## src/design/lwb_pkg.sv

```systemverilog
// shared constants, types and helpers for the lpddr write burst path
// Operation
// - every write command carries bank, start column and a per-command auto-close choice.
// - with auto-close chosen, the written row is closed once the burst completes. The code closes no row for a burst that a following write runs on from.
// - precharge-select bit low beside a write means no auto-close for that access.
// - a byte is stored only when its byte mask was sampled low.
// - first element on first rising strobe edge, then one per strobe edge.
// - a burst completes after postamble plus write recovery and write-to-read delay.
// - after a burst, data lines stay undriven and further input data is ignored.
// - a new write may come on any clock rise; its data follows without a gap.
// - a read cuts the burst; only pairs captured before it are stored. The code also stores the element taken on the cutting clock edge.
// - a precharge to the same bank cuts the burst; later data is not stored.
// - each strobe qualifies its own byte lane, lane n covering data bits 8n+7:8n.
// - each byte mask governs its own byte lane, lane n covering bits 8n+7:8n.
// - burst lengths 2, 4, 8, 16; columns follow the programmed burst order.
// - writes may target any bank, back to back or spaced, without restriction.
package lwb_pkg;
    // register bus shape
    localparam int         REG_AW     = 8;
    localparam int         REG_DW     = 32;
    localparam logic [7:0] REG_CONFIG = 8'h00;
    localparam logic [7:0] REG_STATUS = 8'h04;
    localparam logic [7:0] REG_COUNT  = 8'h08;

    // config field layout and value after reset
    localparam int          CFG_W       = 12;
    localparam int          CFG_BL_LSB  = 0;
    localparam int          CFG_ILV_BIT = 2;
    localparam int          CFG_WR_LSB  = 4;
    localparam int          CFG_WTR_LSB = 8;
    localparam logic [11:0] CFG_RESET   = 12'h221;

    // status bit positions
    localparam int STAT_BUSY_BIT = 0;
    localparam int STAT_DATA_BIT = 1;
    localparam int STAT_AP_BIT   = 2;
    localparam int STAT_PEND_BIT = 3;
    localparam int STAT_WTR_BIT  = 4;
    localparam int STAT_ELEM_LSB = 8;

    // command codes as {cs_n, ras_n, cas_n, we_n}
    localparam logic [3:0] CMD_WRITE = 4'h4;
    localparam logic [3:0] CMD_READ  = 4'h5;
    localparam logic [3:0] CMD_PRE   = 4'h2;
    localparam int         PRE_SEL_BIT = 10;

    // counter widths and saturation values
    localparam int              ELEM_W  = 5;
    localparam int              CYC_W   = 6;
    localparam int              REC_W   = 4;
    localparam int              CNT_W   = 16;
    localparam logic [5:0]      CYC_MAX = 6'h3F;
    localparam logic [3:0]      REC_MAX = 4'hF;

    typedef enum logic [1:0] {ST_IDLE, ST_PRE, ST_DATA, ST_RECOVER} lwb_state_e;

    // elements in a burst from the two-bit length code
    function automatic logic [ELEM_W-1:0] burst_len(input logic [1:0] code);
        return 5'h02 << code;
    endfunction : burst_len
endpackage : lwb_pkg

```

## src/design/lwb_sync.sv

```systemverilog
// two flip-flop synchroniser for pins arriving from outside the core clock
module lwb_sync #(
    parameter int W = 1
) (
    // clock and reset
    input  wire logic         core_clk_i,
    input  wire logic         rst_i,
    // raw and synchronised levels
    input  wire logic [W-1:0] d_i,
    output logic      [W-1:0] q_o
);
    import lwb_pkg::*;

    typedef struct packed {
        logic [W-1:0] meta;
        logic [W-1:0] stable;
    } lwb_sync_s;

    lwb_sync_s q;
    lwb_sync_s next_q;

    // meta stage feeds only the stable stage
    always_comb begin
        next_q.meta   = d_i;
        next_q.stable = q.meta;
    end

    always_ff @(posedge core_clk_i) begin
        if (rst_i) begin
            q <= '0;
        end else begin
            q <= next_q;
        end
    end

    assign q_o = q.stable;
endmodule : lwb_sync

```

## src/design/lwb_write_path.sv

```systemverilog
// write burst capture, truncation and recovery tracking of the low-power ddr device
//
// The address map and the address-and-strobe port were decided locally.
module lwb_write_path #(
    parameter int LANES  = 2,
    parameter int COL_W  = 10,
    parameter int ADDR_W = 13
) (
    // core clock and reset
    input  wire logic                       core_clk_i,
    input  wire logic                       rst_i,
    // register port
    input  wire logic [lwb_pkg::REG_AW-1:0] reg_addr_i,
    input  wire logic [lwb_pkg::REG_DW-1:0] reg_wdata_i,
    input  wire logic                       reg_wr_i,
    input  wire logic                       reg_rd_i,
    output logic      [lwb_pkg::REG_DW-1:0] reg_rdata_o,
    // command pins
    input  wire logic                       ck_i,
    input  wire logic                       cs_n_i,
    input  wire logic                       ras_n_i,
    input  wire logic                       cas_n_i,
    input  wire logic                       we_n_i,
    input  wire logic [1:0]                 bank_i,
    input  wire logic [ADDR_W-1:0]          addr_i,
    // data pins
    input  wire logic [LANES-1:0]           lane_strobe_i,
    input  wire logic [LANES-1:0]           write_byte_mask_i,
    input  wire logic [8*LANES-1:0]         dq_i,
    output logic      [8*LANES-1:0]         dq_o,
    output logic                            dq_oe_o,
    // array write port
    output logic                            arr_we_o,
    output logic      [1:0]                 arr_bank_o,
    output logic      [COL_W-1:0]           arr_col_o,
    output logic      [8*LANES-1:0]         arr_data_o,
    output logic      [LANES-1:0]           arr_byte_we_o,
    // completion and row closing
    output logic                            burst_done_o,
    output logic                            row_close_o,
    output logic      [1:0]                 row_close_bank_o
);
    import lwb_pkg::*;

    // refuse shapes the lane and column logic cannot serve
    if (!(LANES == 2 || LANES == 4) || COL_W < 4 || COL_W > PRE_SEL_BIT || ADDR_W <= PRE_SEL_BIT) begin : g_bad
        $error("lwb_write_path: unsupported LANES, COL_W or ADDR_W");
    end

    localparam int SW = 5 + 2 + ADDR_W + 10 * LANES;

    typedef struct packed {
        lwb_state_e           st;
        logic                 ck_d;
        logic [LANES-1:0]     stb_d;
        logic [LANES-1:0]     lane_on;
        logic [LANES-1:0]     got;
        logic [8*LANES-1:0]   hold_data;
        logic [LANES-1:0]     hold_mask;
        logic [1:0]           bank;
        logic [COL_W-1:0]     col;
        logic                 ap;
        logic [ELEM_W-1:0]    elem;
        logic [CYC_W-1:0]     cyc;
        logic                 pend;
        logic [1:0]           pend_bank;
        logic [COL_W-1:0]     pend_col;
        logic                 pend_ap;
        logic [CYC_W:0]       pend_at;
        logic [REC_W-1:0]     rec;
        logic                 arr_we;
        logic [1:0]           arr_bank;
        logic [COL_W-1:0]     arr_col;
        logic [8*LANES-1:0]   arr_data;
        logic [LANES-1:0]     arr_be;
        logic                 close;
        logic [1:0]           close_bank;
        logic                 done;
        logic [CFG_W-1:0]     cfg;
        logic [CNT_W-1:0]     count;
        logic [REG_DW-1:0]    rdata;
    } lwb_core_s;

    lwb_core_s q;
    lwb_core_s next_q;

    logic [SW-1:0]        sync_q;
    logic                 s_ck;
    logic [3:0]           s_cmd;
    logic [1:0]           s_bank;
    logic [ADDR_W-1:0]    s_addr;
    logic [LANES-1:0]     s_stb;
    logic [8*LANES-1:0]   s_dq;
    logic [LANES-1:0]     s_mask;
    logic                 ck_rise;
    logic [LANES-1:0]     edge_ok;
    logic                 capturing;
    logic                 trunc_cmd;
    logic [1:0]           bl_code;
    logic [CYC_W:0]       blen_ext;
    logic [REC_W-1:0]     wr_need;
    logic [REC_W-1:0]     wtr_need;
    logic [REG_DW-1:0]    status_word;

    // column of element idx in sequential or interleaved order within the burst span
    function automatic logic [COL_W-1:0] burst_col(input logic [COL_W-1:0]  start,
                                                   input logic [ELEM_W-1:0] idx,
                                                   input logic [1:0]        code,
                                                   input logic              ilv);
        logic [COL_W-1:0] span;
        logic [COL_W-1:0] ofs;
        span = COL_W'(burst_len(code)) - 1'b1;
        ofs  = ilv ? (start ^ COL_W'(idx)) : (start + COL_W'(idx));
        return (start & ~span) | (ofs & span);
    endfunction : burst_col

    // every pin crosses two flops; command, address, strobes and data stay aligned
    lwb_sync #(
        .W (SW)
    ) u_sync (
        .core_clk_i (core_clk_i),
        .rst_i      (rst_i),
        .d_i        ({ck_i, cs_n_i, ras_n_i, cas_n_i, we_n_i, bank_i, addr_i,
                      lane_strobe_i, dq_i, write_byte_mask_i}),
        .q_o        (sync_q)
    );

    assign {s_ck, s_cmd, s_bank, s_addr, s_stb, s_dq, s_mask} = sync_q;

    // commands are taken on the rising edge of the memory clock
    assign ck_rise   = s_ck & ~q.ck_d;
    assign capturing = (q.st == ST_PRE) || (q.st == ST_DATA);
    // a lane waits for a rising edge first, then takes both edges
    assign edge_ok   = (q.lane_on & (s_stb ^ q.stb_d)) | (~q.lane_on & s_stb & ~q.stb_d);
    // read, or precharge to this bank or to all banks, cuts the burst
    assign trunc_cmd = (s_cmd == CMD_READ) ||
                       ((s_cmd == CMD_PRE) && (s_addr[PRE_SEL_BIT] || (s_bank == q.bank)));
    assign bl_code   = q.cfg[CFG_BL_LSB +: 2];
    assign blen_ext  = {2'b00, burst_len(bl_code)};
    assign wr_need   = q.cfg[CFG_WR_LSB +: REC_W];
    assign wtr_need  = q.cfg[CFG_WTR_LSB +: REC_W];

    // status word seen by software
    always_comb begin
        status_word                                 = '0;
        status_word[STAT_BUSY_BIT]                  = (q.st != ST_IDLE);
        status_word[STAT_DATA_BIT]                  = (q.st == ST_DATA);
        status_word[STAT_AP_BIT]                    = q.ap;
        status_word[STAT_PEND_BIT]                  = q.pend;
        status_word[STAT_WTR_BIT]                   = (q.st == ST_RECOVER) && (q.rec >= wtr_need);
        status_word[STAT_ELEM_LSB +: ELEM_W]        = q.elem;
    end

    // next state: register port, lane capture, element write, clock-edge work
    always_comb begin
        next_q        = q;
        next_q.arr_we = 1'b0;
        next_q.arr_be = '0;
        next_q.close  = 1'b0;
        next_q.done   = 1'b0;
        next_q.rdata  = '0;
        next_q.ck_d   = s_ck;
        next_q.stb_d  = s_stb;

        // register writes come first so a stored element wins over a count clear
        if (reg_wr_i) begin
            if (reg_addr_i == REG_CONFIG) begin
                next_q.cfg = reg_wdata_i[CFG_W-1:0];
            end else if (reg_addr_i == REG_COUNT) begin
                next_q.count = '0;
            end
        end
        if (reg_rd_i) begin
            if (reg_addr_i == REG_CONFIG) begin
                next_q.rdata = {{(REG_DW-CFG_W){1'b0}}, q.cfg};
            end else if (reg_addr_i == REG_STATUS) begin
                next_q.rdata = status_word;
            end else if (reg_addr_i == REG_COUNT) begin
                next_q.rdata = {{(REG_DW-CNT_W){1'b0}}, q.count};
            end else begin
                next_q.rdata = '0;
            end
        end

        // each lane latches its own byte and mask on its own strobe
        for (int l = 0; l < LANES; l++) begin
            if (capturing && edge_ok[l]) begin
                next_q.hold_data[8*l +: 8] = s_dq[8*l +: 8];
                next_q.hold_mask[l]        = s_mask[l];
                next_q.got[l]              = 1'b1;
                next_q.lane_on[l]          = 1'b1;
            end
        end

        // all lanes in: one element to the array at its burst-order column
        if (capturing && (&next_q.got)) begin
            next_q.got      = '0;
            next_q.arr_we   = 1'b1;
            next_q.arr_bank = q.bank;
            next_q.arr_col  = burst_col(q.col, q.elem, bl_code, q.cfg[CFG_ILV_BIT]);
            next_q.arr_data = next_q.hold_data;
            next_q.arr_be   = ~next_q.hold_mask; // masked bytes left untouched
            next_q.count    = next_q.count + 1'b1;
            next_q.elem     = q.elem + 1'b1;
            next_q.st       = ST_DATA;
            if (q.pend && (q.pend_at <= blen_ext) && ({2'b00, next_q.elem} == q.pend_at)) begin
                // next write's data runs on with no gap, truncating or concatenating
                next_q.bank = q.pend_bank;
                next_q.col  = q.pend_col;
                next_q.ap   = q.pend_ap;
                next_q.elem = '0;
                next_q.cyc  = q.cyc - q.pend_at[CYC_W:1];
                next_q.pend = 1'b0;
            end else if ({2'b00, next_q.elem} == blen_ext) begin
                // last element taken; postamble follows, recovery counts from here
                next_q.st  = ST_RECOVER;
                next_q.rec = '0;
            end
        end

        // memory-clock edge: count recovery and elapsed cycles
        if (ck_rise) begin
            if (next_q.st == ST_RECOVER && next_q.rec != REC_MAX) begin
                next_q.rec = next_q.rec + 1'b1;
            end
            if (next_q.cyc != CYC_MAX) begin
                next_q.cyc = next_q.cyc + 1'b1;
            end
        end

        // burst complete once both delays are met, or a new write takes over the path
        if (q.st == ST_RECOVER &&
            ((next_q.rec >= wr_need && next_q.rec >= wtr_need) || (ck_rise && s_cmd == CMD_WRITE))) begin
            next_q.done       = 1'b1;
            next_q.close      = q.ap; // row closed without a precharge command
            next_q.close_bank = q.bank;
            next_q.st         = ST_IDLE;
            if (q.pend) begin
                // a spaced write brings its own preamble
                next_q.st      = ST_PRE;
                next_q.bank    = q.pend_bank;
                next_q.col     = q.pend_col;
                next_q.ap      = q.pend_ap;
                next_q.elem    = '0;
                next_q.cyc     = next_q.cyc - q.pend_at[CYC_W:1];
                next_q.pend    = 1'b0;
                next_q.lane_on = '0;
                next_q.got     = '0;
            end
        end

        // commands; any bank is accepted with no spacing rule here
        if (ck_rise && s_cmd == CMD_WRITE) begin
            if (next_q.st == ST_PRE || next_q.st == ST_DATA) begin
                // data boundary is two elements per clock since the running write
                next_q.pend      = 1'b1;
                next_q.pend_bank = s_bank;
                next_q.pend_col  = s_addr[COL_W-1:0];
                next_q.pend_ap   = s_addr[PRE_SEL_BIT];
                next_q.pend_at   = {next_q.cyc, 1'b0};
            end else begin
                // bank, column and auto-close taken with the command
                next_q.st      = ST_PRE;
                next_q.bank    = s_bank;
                next_q.col     = s_addr[COL_W-1:0];
                next_q.ap      = s_addr[PRE_SEL_BIT];
                next_q.elem    = '0;
                next_q.cyc     = '0;
                next_q.lane_on = '0;
                next_q.got     = '0;
            end
        end else if (ck_rise && trunc_cmd && capturing) begin
            // nothing after the cut is stored; masked strobes still arriving are ignored
            next_q.st   = ST_RECOVER;
            next_q.rec  = '0;
            next_q.pend = 1'b0;
            next_q.got  = '0;
        end
    end

    always_ff @(posedge core_clk_i) begin
        if (rst_i) begin
            q     <= '0;
            q.st  <= ST_IDLE;
            q.cfg <= CFG_RESET;
        end else begin
            q <= next_q;
        end
    end

    // this path never drives the data lines
    assign dq_o             = '0;
    assign dq_oe_o          = 1'b0;
    assign reg_rdata_o      = q.rdata;
    assign arr_we_o         = q.arr_we;
    assign arr_bank_o       = q.arr_bank;
    assign arr_col_o        = q.arr_col;
    assign arr_data_o       = q.arr_data;
    assign arr_byte_we_o    = q.arr_be;
    assign burst_done_o     = q.done;
    assign row_close_o      = q.close;
    assign row_close_bank_o = q.close_bank;
endmodule : lwb_write_path

```

## config.mk

```make
export PLATFORM = sky130hd
export DESIGN_NAME = lwb_write_path
export DESIGN_NICKNAME = d
export VERILOG_FILES = /design/src/design/lwb_pkg.sv /design/src/design/lwb_sync.sv /design/src/design/lwb_write_path.sv
export SDC_FILE = /design/constraint.sdc
export NUM_CORES = 1
export LEC_CHECK = 0
export ABC_CLOCK_PERIOD_IN_PS = 8150
export BUFFER_PORTS_ARGS = -buffer_cell sky130_fd_sc_hd__buf_2
export CAP_MARGIN = 15
export CORE_MARGIN = 5
export CORE_UTILIZATION = 40
export DETAILED_ROUTE_END_ITERATION = 10
export SETUP_SLACK_MARGIN = 0.4
export SYNTH_ARGS = -nofsm -noshare
export SYNTH_HDL_FRONTEND = slang
export SYNTH_SLANG_ARGS = --single-unit
```

## constraint.sdc

```tcl
create_clock -name core_clk_i -period 8.15 [get_ports core_clk_i]
set_input_delay 0.815 -clock core_clk_i [delete_from_list [all_inputs] [get_ports core_clk_i]]
set_output_delay 0.815 -clock core_clk_i [all_outputs]
set_load 0.02 [all_outputs]
```

## Word level (Yosys, flattened, before mapping)

Cells that the tools add are included.

| operators by class | value |
|---|---|
| add/subtract/negate cells | 8 |
| multipliers | 0 |
| divide/modulo/power cells | 0 |
| order comparisons | 4 |
| equality and inequality tests | 16 |
| shifts and indexed selects | 1 |
| muxes and demuxes | 50 |
| bitwise gates (word level) | 19 |
| reductions and logical operators | 29 |

Operator list:

| cell | count |
|---|---|
| 25-bit two-way mux | 4 |
| 16-bit two-way mux | 4 |
| 24-bit two-way mux | 2 |
| 4-bit two-way mux | 9 |
| 35-bit two-way mux | 1 |
| 13-bit two-way mux | 2 |
| 21-bit two-way mux | 1 |
| 10-bit AND | 2 |
| 2-bit two-way mux | 9 |
| 16-bit by 1-bit adder with 16-bit output (second input constant) | 1 |
| 8-bit two-way mux | 2 |
| 1-bit logical AND | 13 |
| 4-bit >= comparator | 3 |
| 1-bit two-way mux | 12 |
| 12-bit two-way mux | 1 |
| 6-bit two-way mux | 2 |
| 6-bit subtractor | 2 |
| 10-bit by 5-bit adder with 10-bit output | 1 |
| 10-bit two-way mux | 1 |
| 10-bit inverter | 1 |
| 10-bit bitwise OR | 1 |
| 10-bit by 5-bit XOR with 10-bit output | 1 |
| 2-bit equality test (second input constant) | 4 |
| 4-bit by 3-bit equality test with 1-bit output (second input constant) | 2 |
| other kinds (29) | 46 |

| storage, ports and cells | value |
|---|---|
| flip-flop bits (word level) | 250 |
| latch bits | 0 |
| memory bits (writable) | 0 |
| ROM bits | 0 |
| input port bits | 84 |
| output and inout bits | 84 |
| memories | 0 |

## Logic depth before layout (Yosys ltp)

Gate-level depths: netlist of the first run.

| logic depth | value |
|---|---|
| word-level depth | 22 |
| mapped depth | 28 |

## By module

Synthesis of the first run repeated with hierarchy kept, for this count alone.

| unflattened totals | value |
|---|---|
| cell total of the unflattened synthesis | 1147 |
| area, all modules | 10358.7 sq um |

Modules (own cells, without submodules):

| module | instances | cells an instance | area each (sq um) |
|---|---|---|---|
| lwb_write_path | 1 | 979 | 8216.6 |
| lwb_sync | 1 | 168 | 2142.1 |

## Worst setup path after synthesis of the first run

No wires, ideal clock.

| timing path | value |
|---|---|
| path type | flip-flop to flip-flop |
| start point | reg q, in the netlist bl_code[1] |
| end point | reg q[135] (netlist name) |
| library setup time | 0.091 ns |
| arrival | 5.783 ns |
| setup slack | 2.276 ns |
| stages on the path, launching flop included | 27 |
| path buffers | 2 |
| period minus slack after synthesis | 5.874 ns |
| path through | dfxtp_1 > clkbuf_1 > nand2_1 > ha_1 > nand2_1 > o21ai_0 > a2111oi_4 > a21oi_1 > nand3b_1 > and2_1 > ha_1 > a31o_2 > a221o_1 > xor2_1 > ha_1 > nand2b_1 > a21o_1 > a21o_1 > a211o_1 > nand3_1 > nor2_1 > a21oi_1 > ha_1 > nand2_1 > clkbuf_1 > nor2_1 > a311oi_1 |

| between the ends | value |
|---|---|
| cells in the longest elaborated chain, start to end | 19 |

Ends and longest elaborated chain:

| item | RTL line | text |
|---|---|---|
| start, declared | lwb_write_path.sv:84 | `lwb_core_s q;` |
| start signal, assigned | lwb_write_path.sv:287 | `q <= next_q;` |
| 2-bit by 2-bit left shift with 5-bit output * | lwb_pkg.sv:59 | `return 5'h02 << code;` |
| parallel branches: the longest is 17 deep, another holds 7-bit by 5-bit <= comparator with 1-bit output | n/a |  |
| 24-bit two-way mux * | lwb_write_path.sv:253 | `if (ck_rise && s_cmd == CMD_WRITE) begin` |

Mark *: on every way between the ends.
A chain may end at the register's enable or synchronous reset.

## Worst setup path after layout of the first run

| timing path | value |
|---|---|
| start point | reg q, in the netlist bl_code[1] |
| end point | reg q[100] (netlist name) |

| between the ends | value |
|---|---|
| cells in the longest elaborated chain, start to end | 18 |

Ends and longest elaborated chain:

| item | RTL line |
|---|---|
| 2-bit by 2-bit left shift with 5-bit output * | lwb_pkg.sv:59 |
| parallel branches: the longest is 17 deep, another holds 7-bit by 5-bit <= comparator with 1-bit output | n/a |

Marks and branches as above.

==> results of run 1 <==
per-stage QoR:
step	area [sq um]	worst slack, ns	hold slack (ns)	utilization [%]	power [W]
CTS	11500	1.04	0.434	45.7	0.00250
detailed placement	10500	1.05	0.420	41.9	0.00126
global route	11500	0.440	0.449	45.7	0.00256
global placement	10500	1.08	0.418	41.9	0.00125
floorplan	10300	2.28	0.414	-	0.00124
finish	11500	1.07	0.434	45.7	0.00247
layer usage:
metal / global-route usage (%) / vias up / share of wire, % / wire, um
met1: 21.1 / 3308 / 48 / 10500
met3: 2.52 / 33 / 5.7 / 1260
met2: 23.9 / 188 / 45 / 9920
met5: 0 / - / 0 / 0
li1: - / 3743 / - / -
met4: 3.75 / 0 / 2.0 / 433
cell families (layout without fill, tap and decap cells):
logic type | count (synthesis) | count (layout)
flops | 230 | 230
simple gates | 421 | 421
compound gates | 172 | 172
xor+xnor | 39 | 39
fa+ha+maj | 44 | 44
other cells | 1 | 33
buf+inv | 165 | 201
mux | 43 | 43
synth_stat cells, types with 15 or more instances:
| master | n |
|---|---|
| a21o_1 | 15 |
| a21oi_1 | 60 |
| a311oi_1 | 17 |
| buf_4 | 83 |
| clkbuf_1 | 37 |
| dfxtp_1 | 230 |
| ha_1 | 41 |
| inv_1 | 31 |
| mux2i_1 | 35 |
| nand2_1 | 105 |
| nand2b_1 | 16 |
| nand3_1 | 27 |
| nor2_1 | 116 |
| nor2b_1 | 91 |
| o21ai_0 | 18 |
| o22a_1 | 17 |
| xnor2_1 | 17 |
| xor2_1 | 20 |
worst reg2reg max path: stages (launching register included):
cell,delay (ns)
dfxtp_1,0.60
nand2_1,0.12
ha_1,0.33
nand2_1,0.05
o21ai_0,0.29
a2111oi_4,0.16
a21oi_1,0.42
nand3b_1,0.27
and2_1,0.25
ha_1,0.22
a31o_2,0.24
a221o_1,0.40
xor2_1,0.32
ha_1,0.29
nand2b_1,0.14
a21o_1,0.17
a21o_1,0.18
a211o_1,0.30
nand3_1,0.28
nor2_1,0.20
a21oi_1,0.27
ha_1,0.31
nand2b_1,0.53
nor2_1,0.46
nand3b_1,0.12
a21oi_1,0.12
worst paths after layout:
path                           from              to  slack [ns]  depth (start not counted)
setup / recovery         bl_code[1]          q[100]        1.07                         25
hold / removal    u_sync.next_q[14]  u_sync.q_o[14]        0.43                          1
setup reg to reg         bl_code[1]          q[100]        1.07                         25
hold reg to reg   u_sync.next_q[14]  u_sync.q_o[14]        0.43                          1
power breakdown:
group	internal (W)	switching (W)	leakage (nW)
clock network	0.000778	0.000458	0.462
logic	0.0000294	0.0000502	2.68
registers	0.00114	0.00000681	1.87
total	0.00195	0.000515	5.01
layout make-up:
type,count,area share (%)
Clock buffer,42,7.06
Multi-Input combinational cell,752,41.5
Sequential cell,230,40.1
Clock inverter,6,1.20
Timing Repair Buffer,121,5.47
Inverter,32,1.05
Tap cell,330,3.59
registers in the layout (all words and copies together) (netlist names):
signal,count
burst_done_o,1
arr_col_o,10
q,101
row_close_bank_o,2
u_sync.next_q,38
reg_rdata_o,16
bl_code,2
u_sync.q_o,38
arr_we_o,1
arr_byte_we_o,2
arr_bank_o,2
row_close_o,1
arr_data_o,16
==> results.ini, run 1 <==
[clock_tree]
clk_pin_slew_ns=0.06
hold_buffers=0
cts-htree-levels=1
cts_setup_buffers=0
ctsResizeCount=0
cts-root-buf=clkbuf_16
numCtsBuffers=26
clock_path_buffers=3
clock_latency_ns=0.53
clock-sinks=230
cts_tree=done

[finish]
antenna_cells=0
fin_nets=1291
final_cells=1513
multi_input_area_sq_mm=0.00477
fillers=2499
ff_latch_area_sq_mm=0.00460
drive_gt1_share_pct=15.6
layout_common_cells=230 x dfxtp_1, 115 x nor2_1, 112 x buf_2
areaGrowthSynthToFinish_pct=12.7
final_common_cell=dfxtp_1

[synth]
synth_area_leader_cell=dfxtp_1
yosysTopAreaCellShare_pct=45.2
synth.mux.area_fraction_pct=4.36
synth_xor_area_share_pct=3.50
synth-adder-area-share_pct=5.62
yosysSeqAreaShare_pct=45.2
async_reset_ff_share_pct=0
syn-cell-area_sq_mm=0.0102
synth-edff-count=0
synth_ff_type=dfxtp_1
synthSimpleGateAreaFrac_pct=20.4
synthTopCellsByArea=dfxtp_1 45%, buf_4 6.1%, nor2b_1 5.6%
synth_cell_types=65
avgSynthCellArea_sq_um=9.14
ys_seq_elements=230
synth_compound_area_share_pct=11.6
syn_inst=1115
synth_top_family_by_area=simple AND/OR/NAND/NOR gates
yosys_warnings=0

[placement]
io_buffers=112
place_inst=1464
dp_hpwl_mm=15.8
place.gp.congestion=0.871

[drt]
drtAntennaViolNets=0
drc=0
wl_per_cell_um=14.6
drt-initial-drc-count=392
viasPerCell=4.81
drt_first_pass_iters=5
routed_wl_mm=22.1
num_vias=7272

[worst_setup_path]
critPathSlowestCell=dfxtp_1
critPathMaxFanout=18
path_delay_family=compound AO/OA/AOI/OAI gates
worstPathRequired_ns=8.60
critical_path_arrival_ns=7.53
cp-start-kind=flip-flop
path_buf_inv=0
slowest_delay_ns=0.60
end_kind=flip-flop
crit_type=flip-flop to flip-flop
crit_top_cell=ha_1

[timing]
rsz0062_at_grt=no
post-route-min-period_ns=7.08
worstMarginPinSlew_ns=0.911
max_freq_ghz=0.141
hold_viol_final=0
timing.slew.headroom_pct=38.9
clock_skew_ns=0.0172
drv_slew=0
finalCritPeriodShare_pct=86.9
setup_viol_count_final=0
fin_tns_setup_ns=0

[global_route]
grt-ovfl-total=0
grt_max_degree=75
grt_pass1_wl_mm=35.9
grt_pass1_vias=6995
track_usage_pct=15.0
antenna_found_initial=0

[floorplanning]
die_area_sq_mm=0.0288
core-area_sq_mm=0.0251
pin_count=168
die_w_um=170
initial_core_util_pct=40.6
rows=58
die_h_um=170

[status]
status=completed

[flow_run]
drv_cap=0

[pwr]
power_density_mw_per_mm2=215
ir_worst_vdd_uv=139
p_leak_nw=5.01

[min_path]
hold_path.class=flip-flop to flip-flop

Power figures use the tool's default switching activity.
==> inputs of run 2 (changes only) <==
- SYNTH_HIERARCHICAL: unset -> 1
==> run 2 against run 1 <==
Core utilization fell by 0.59 points; power decreased by 8.1%; sequential cell count is the same; final cell count grew 1.5%; combinational power shrank 4.5%; fmax rose by 6.8%; sequential share of layout area grew 0.41 points; hold slack hardly changed; cell area decreased by 1.0%; area after synthesis grew 0.60%; wire length is essentially flat; critical path type unchanged; largest cell class unchanged.
==> results.ini, run 2 <==
[clock_tree]
clock_path_buffers=3  ; unchanged
ctsResizeCount=0  ; unchanged
clock-sinks=230  ; unchanged
cts_tree=done
clk_pin_slew_ns=0.06  ; about the same
hold_buffers=0  ; unchanged
clock_latency_ns=0.53  ; about the same
cts-htree-levels=1  ; unchanged
cts_setup_buffers=0  ; unchanged
numCtsBuffers=24  ; -7.7%
cts-root-buf=clkbuf_16

[drt]
num_vias=7457  ; +2.5%
routed_wl_mm=22.1  ; about the same
routed-wl-met3_mm=1.25  ; -1.3%
drt-initial-drc-count=436  ; +11%
drc=0  ; unchanged
drt_first_pass_iters=5  ; unchanged
drt-met1-wl_mm=10.6  ; +0.62%
drtAntennaViolNets=0  ; unchanged
viasPerCell=4.85  ; +1.0%
wl_per_cell_um=14.4  ; -1.5%
met2_wirelength_mm=9.94  ; +0.23%
routed.top_layer=met4

[timing]
max_freq_ghz=0.151  ; +6.8%
fin_tns_setup_ns=0  ; unchanged
timing.final.ws_setup_ns=1.52  ; +0.451 ns
clock_skew_ns=0.0186  ; +0.00140 ns
rsz0062_at_grt=no
post-route-min-period_ns=6.63  ; -0.451 ns
timing.slew.headroom_pct=40.6  ; +1.7 points
drv_slew=0  ; unchanged
finalCritPeriodShare_pct=81.4  ; -5.5 points
hold_viol_final=0  ; unchanged
worstMarginPinSlew_ns=0.879  ; -0.0322 ns
setup_viol_count_final=0  ; unchanged

[floorplanning]
core-area_sq_mm=0.0252  ; +0.29%
die_h_um=170  ; +0.28%
initial_core_util_pct=40.7  ; +0.13 points
rows=58  ; unchanged
die_area_sq_mm=0.0289  ; +0.57%
pin_count=168  ; unchanged
die_w_um=170  ; +0.28%

[min_path]
hold_path.class=flip-flop to flip-flop

[finish]
largest_reg_flops=101  ; unchanged
largest-register=q
final_common_cell=dfxtp_1
fin_nets=1317  ; +2.0%
layout_common_cells=230 x dfxtp_1, 140 x nand2_1, 112 x buf_2
antenna_cells=0  ; unchanged
postLayoutCellArea_sq_mm=0.0114  ; -1.0%
areaGrowthSynthToFinish_pct=10.9
drive_gt1_share_pct=15.3  ; -0.21 points
fillers=2512  ; +0.52%

[worst_setup_path]
critPathSlowestCell=nand2b_1
path_buf_inv=4  ; +4
path_delay_family=compound AO/OA/AOI/OAI gates
critPathMaxFanout=27  ; +9
crit_top_cell=ha_1
worstPathRequired_ns=8.59  ; about the same
crit_type=flip-flop to flip-flop
cp-start-kind=flip-flop
end_kind=flip-flop
critical_path_arrival_ns=7.07  ; -0.46 ns
slowest_delay_ns=0.44  ; -0.16 ns
reg2reg_slack_ns=1.52  ; +0.45 ns

[global_route]
track_usage_pct=15.2  ; +0.28 points
grt_pass1_wl_mm=36.6  ; +2.1%
grt_pass1_vias=7085  ; +1.3%
antenna_found_initial=0  ; unchanged
grt-ovfl-total=0  ; unchanged
grt_max_degree=82  ; +9.3%

[pwr]
power_density_mw_per_mm2=199  ; -7.1%
p_leak_nw=4.82  ; -3.7%
ir_worst_vdd_uv=129  ; -6.8%

[placement]
io_buffers=112  ; unchanged
place.gp.congestion=0.854  ; -2.0%
dp_hpwl_mm=15.9  ; +0.78%
place_ws_ns=1.48  ; +0.431 ns
place_area_sq_mm=0.0106  ; +0.52%

[synth]
yosys_warnings=6  ; +6
avgSynthCellArea_sq_um=9.00  ; -1.5%
syn-cell-area_sq_mm=0.0103  ; +0.60%
syn_inst=1139  ; +2.2%

[flow_run]
drv_cap=0  ; unchanged

[status]
status=completed

[run 2: changes by cell type in the layout (fill, tap and decap cells not counted), moves of 7 or more]
cell / before / now
a311oi_1: 17 / 4
mux2i_1: 35 / 22
a211oi_1: 10 / 19
nand2_1: 105 / 140
a21oi_1: 60 / 79
a22oi_1: 4 / 11
o21ai_0: 17 / 27
nor2_1: 115 / 81
[run 2: worst paths after layout]
kind                     start        endpoint  cells past startpoint
max reg2reg             q[170]          q[162]                     26
max                     q[170]          q[162]                     26
min reg2reg  u_sync/next_q[37]  u_sync/q_o[37]                      1
min          u_sync/next_q[37]  u_sync/q_o[37]                      1
[run 2: per-layer routing]
layer,global-route usage (%),vias to the layer above
met1,21.4,3416
li1,-,3836
met3,2.58,32
met4,3.37,0
met5,0,-
met2,24.7,173
[run 2: metrics by stage]
| stage | total power [W] | utilization (%) | hold slack [ns] | std cells |
|---|---|---|---|---|
| 2_1_floorplan | 0.00124 | - | 0.414 | 1171 |
| 6_report | 0.00227 | 45.2 | 0.434 | 1536 |
| 5_1_grt | 0.00236 | 45.2 | 0.447 | 1536 |
| 3_3_place_gp | 0.00125 | 42.0 | 0.420 | 1491 |
| 4_1_cts | 0.00230 | 45.1 | 0.437 | 1534 |
| 3_5_place_dp | 0.00125 | 42.0 | 0.421 | 1491 |
[run 2: area by class of cell]
class | instances | area [sq um] | share of cell area [%]
Timing Repair Buffer | 127 | 677 | 5.95
Multi-Input combinational cell | 775 | 4790 | 42.2
Sequential cell | 230 | 4600 | 40.5
Tap cell | 330 | 413 | 3.63
Clock buffer | 36 | 696 | 6.12
Inverter | 31 | 116 | 1.02
Clock inverter | 7 | 70.1 | 0.616
[run 2: worst register-to-register path: stages (launching register included)]
cell and delay (ns):
dfxtp_1 0.39, inv_1 0.06, ha_1 0.27, buf_4 0.21, a21boi_1 0.19, buf_4 0.23
o221a_2 0.25, o21a_1 0.18, o21ai_1 0.19, and2_1 0.24, ha_1 0.21, a31o_2 0.25
a21oi_1 0.26, mux2_2 0.42, ha_1 0.29, a21o_1 0.15, a21o_1 0.17, a21oi_1 0.14
o21ai_1 0.17, and3_1 0.35, a21oi_1 0.27, ha_1 0.30, nand2_1 0.07, buf_4 0.29
nand2b_1 0.24, nand2b_1 0.44, nor4b_1 0.33
[run 2: power by group]
| group | switching [W] | internal (W) |
|---|---|---|
| clock network | 0.000447 | 0.000595 |
| registers | 0.00000674 | 0.00114 |
| logic | 0.0000476 | 0.0000283 |
| total | 0.000501 | 0.00177 |
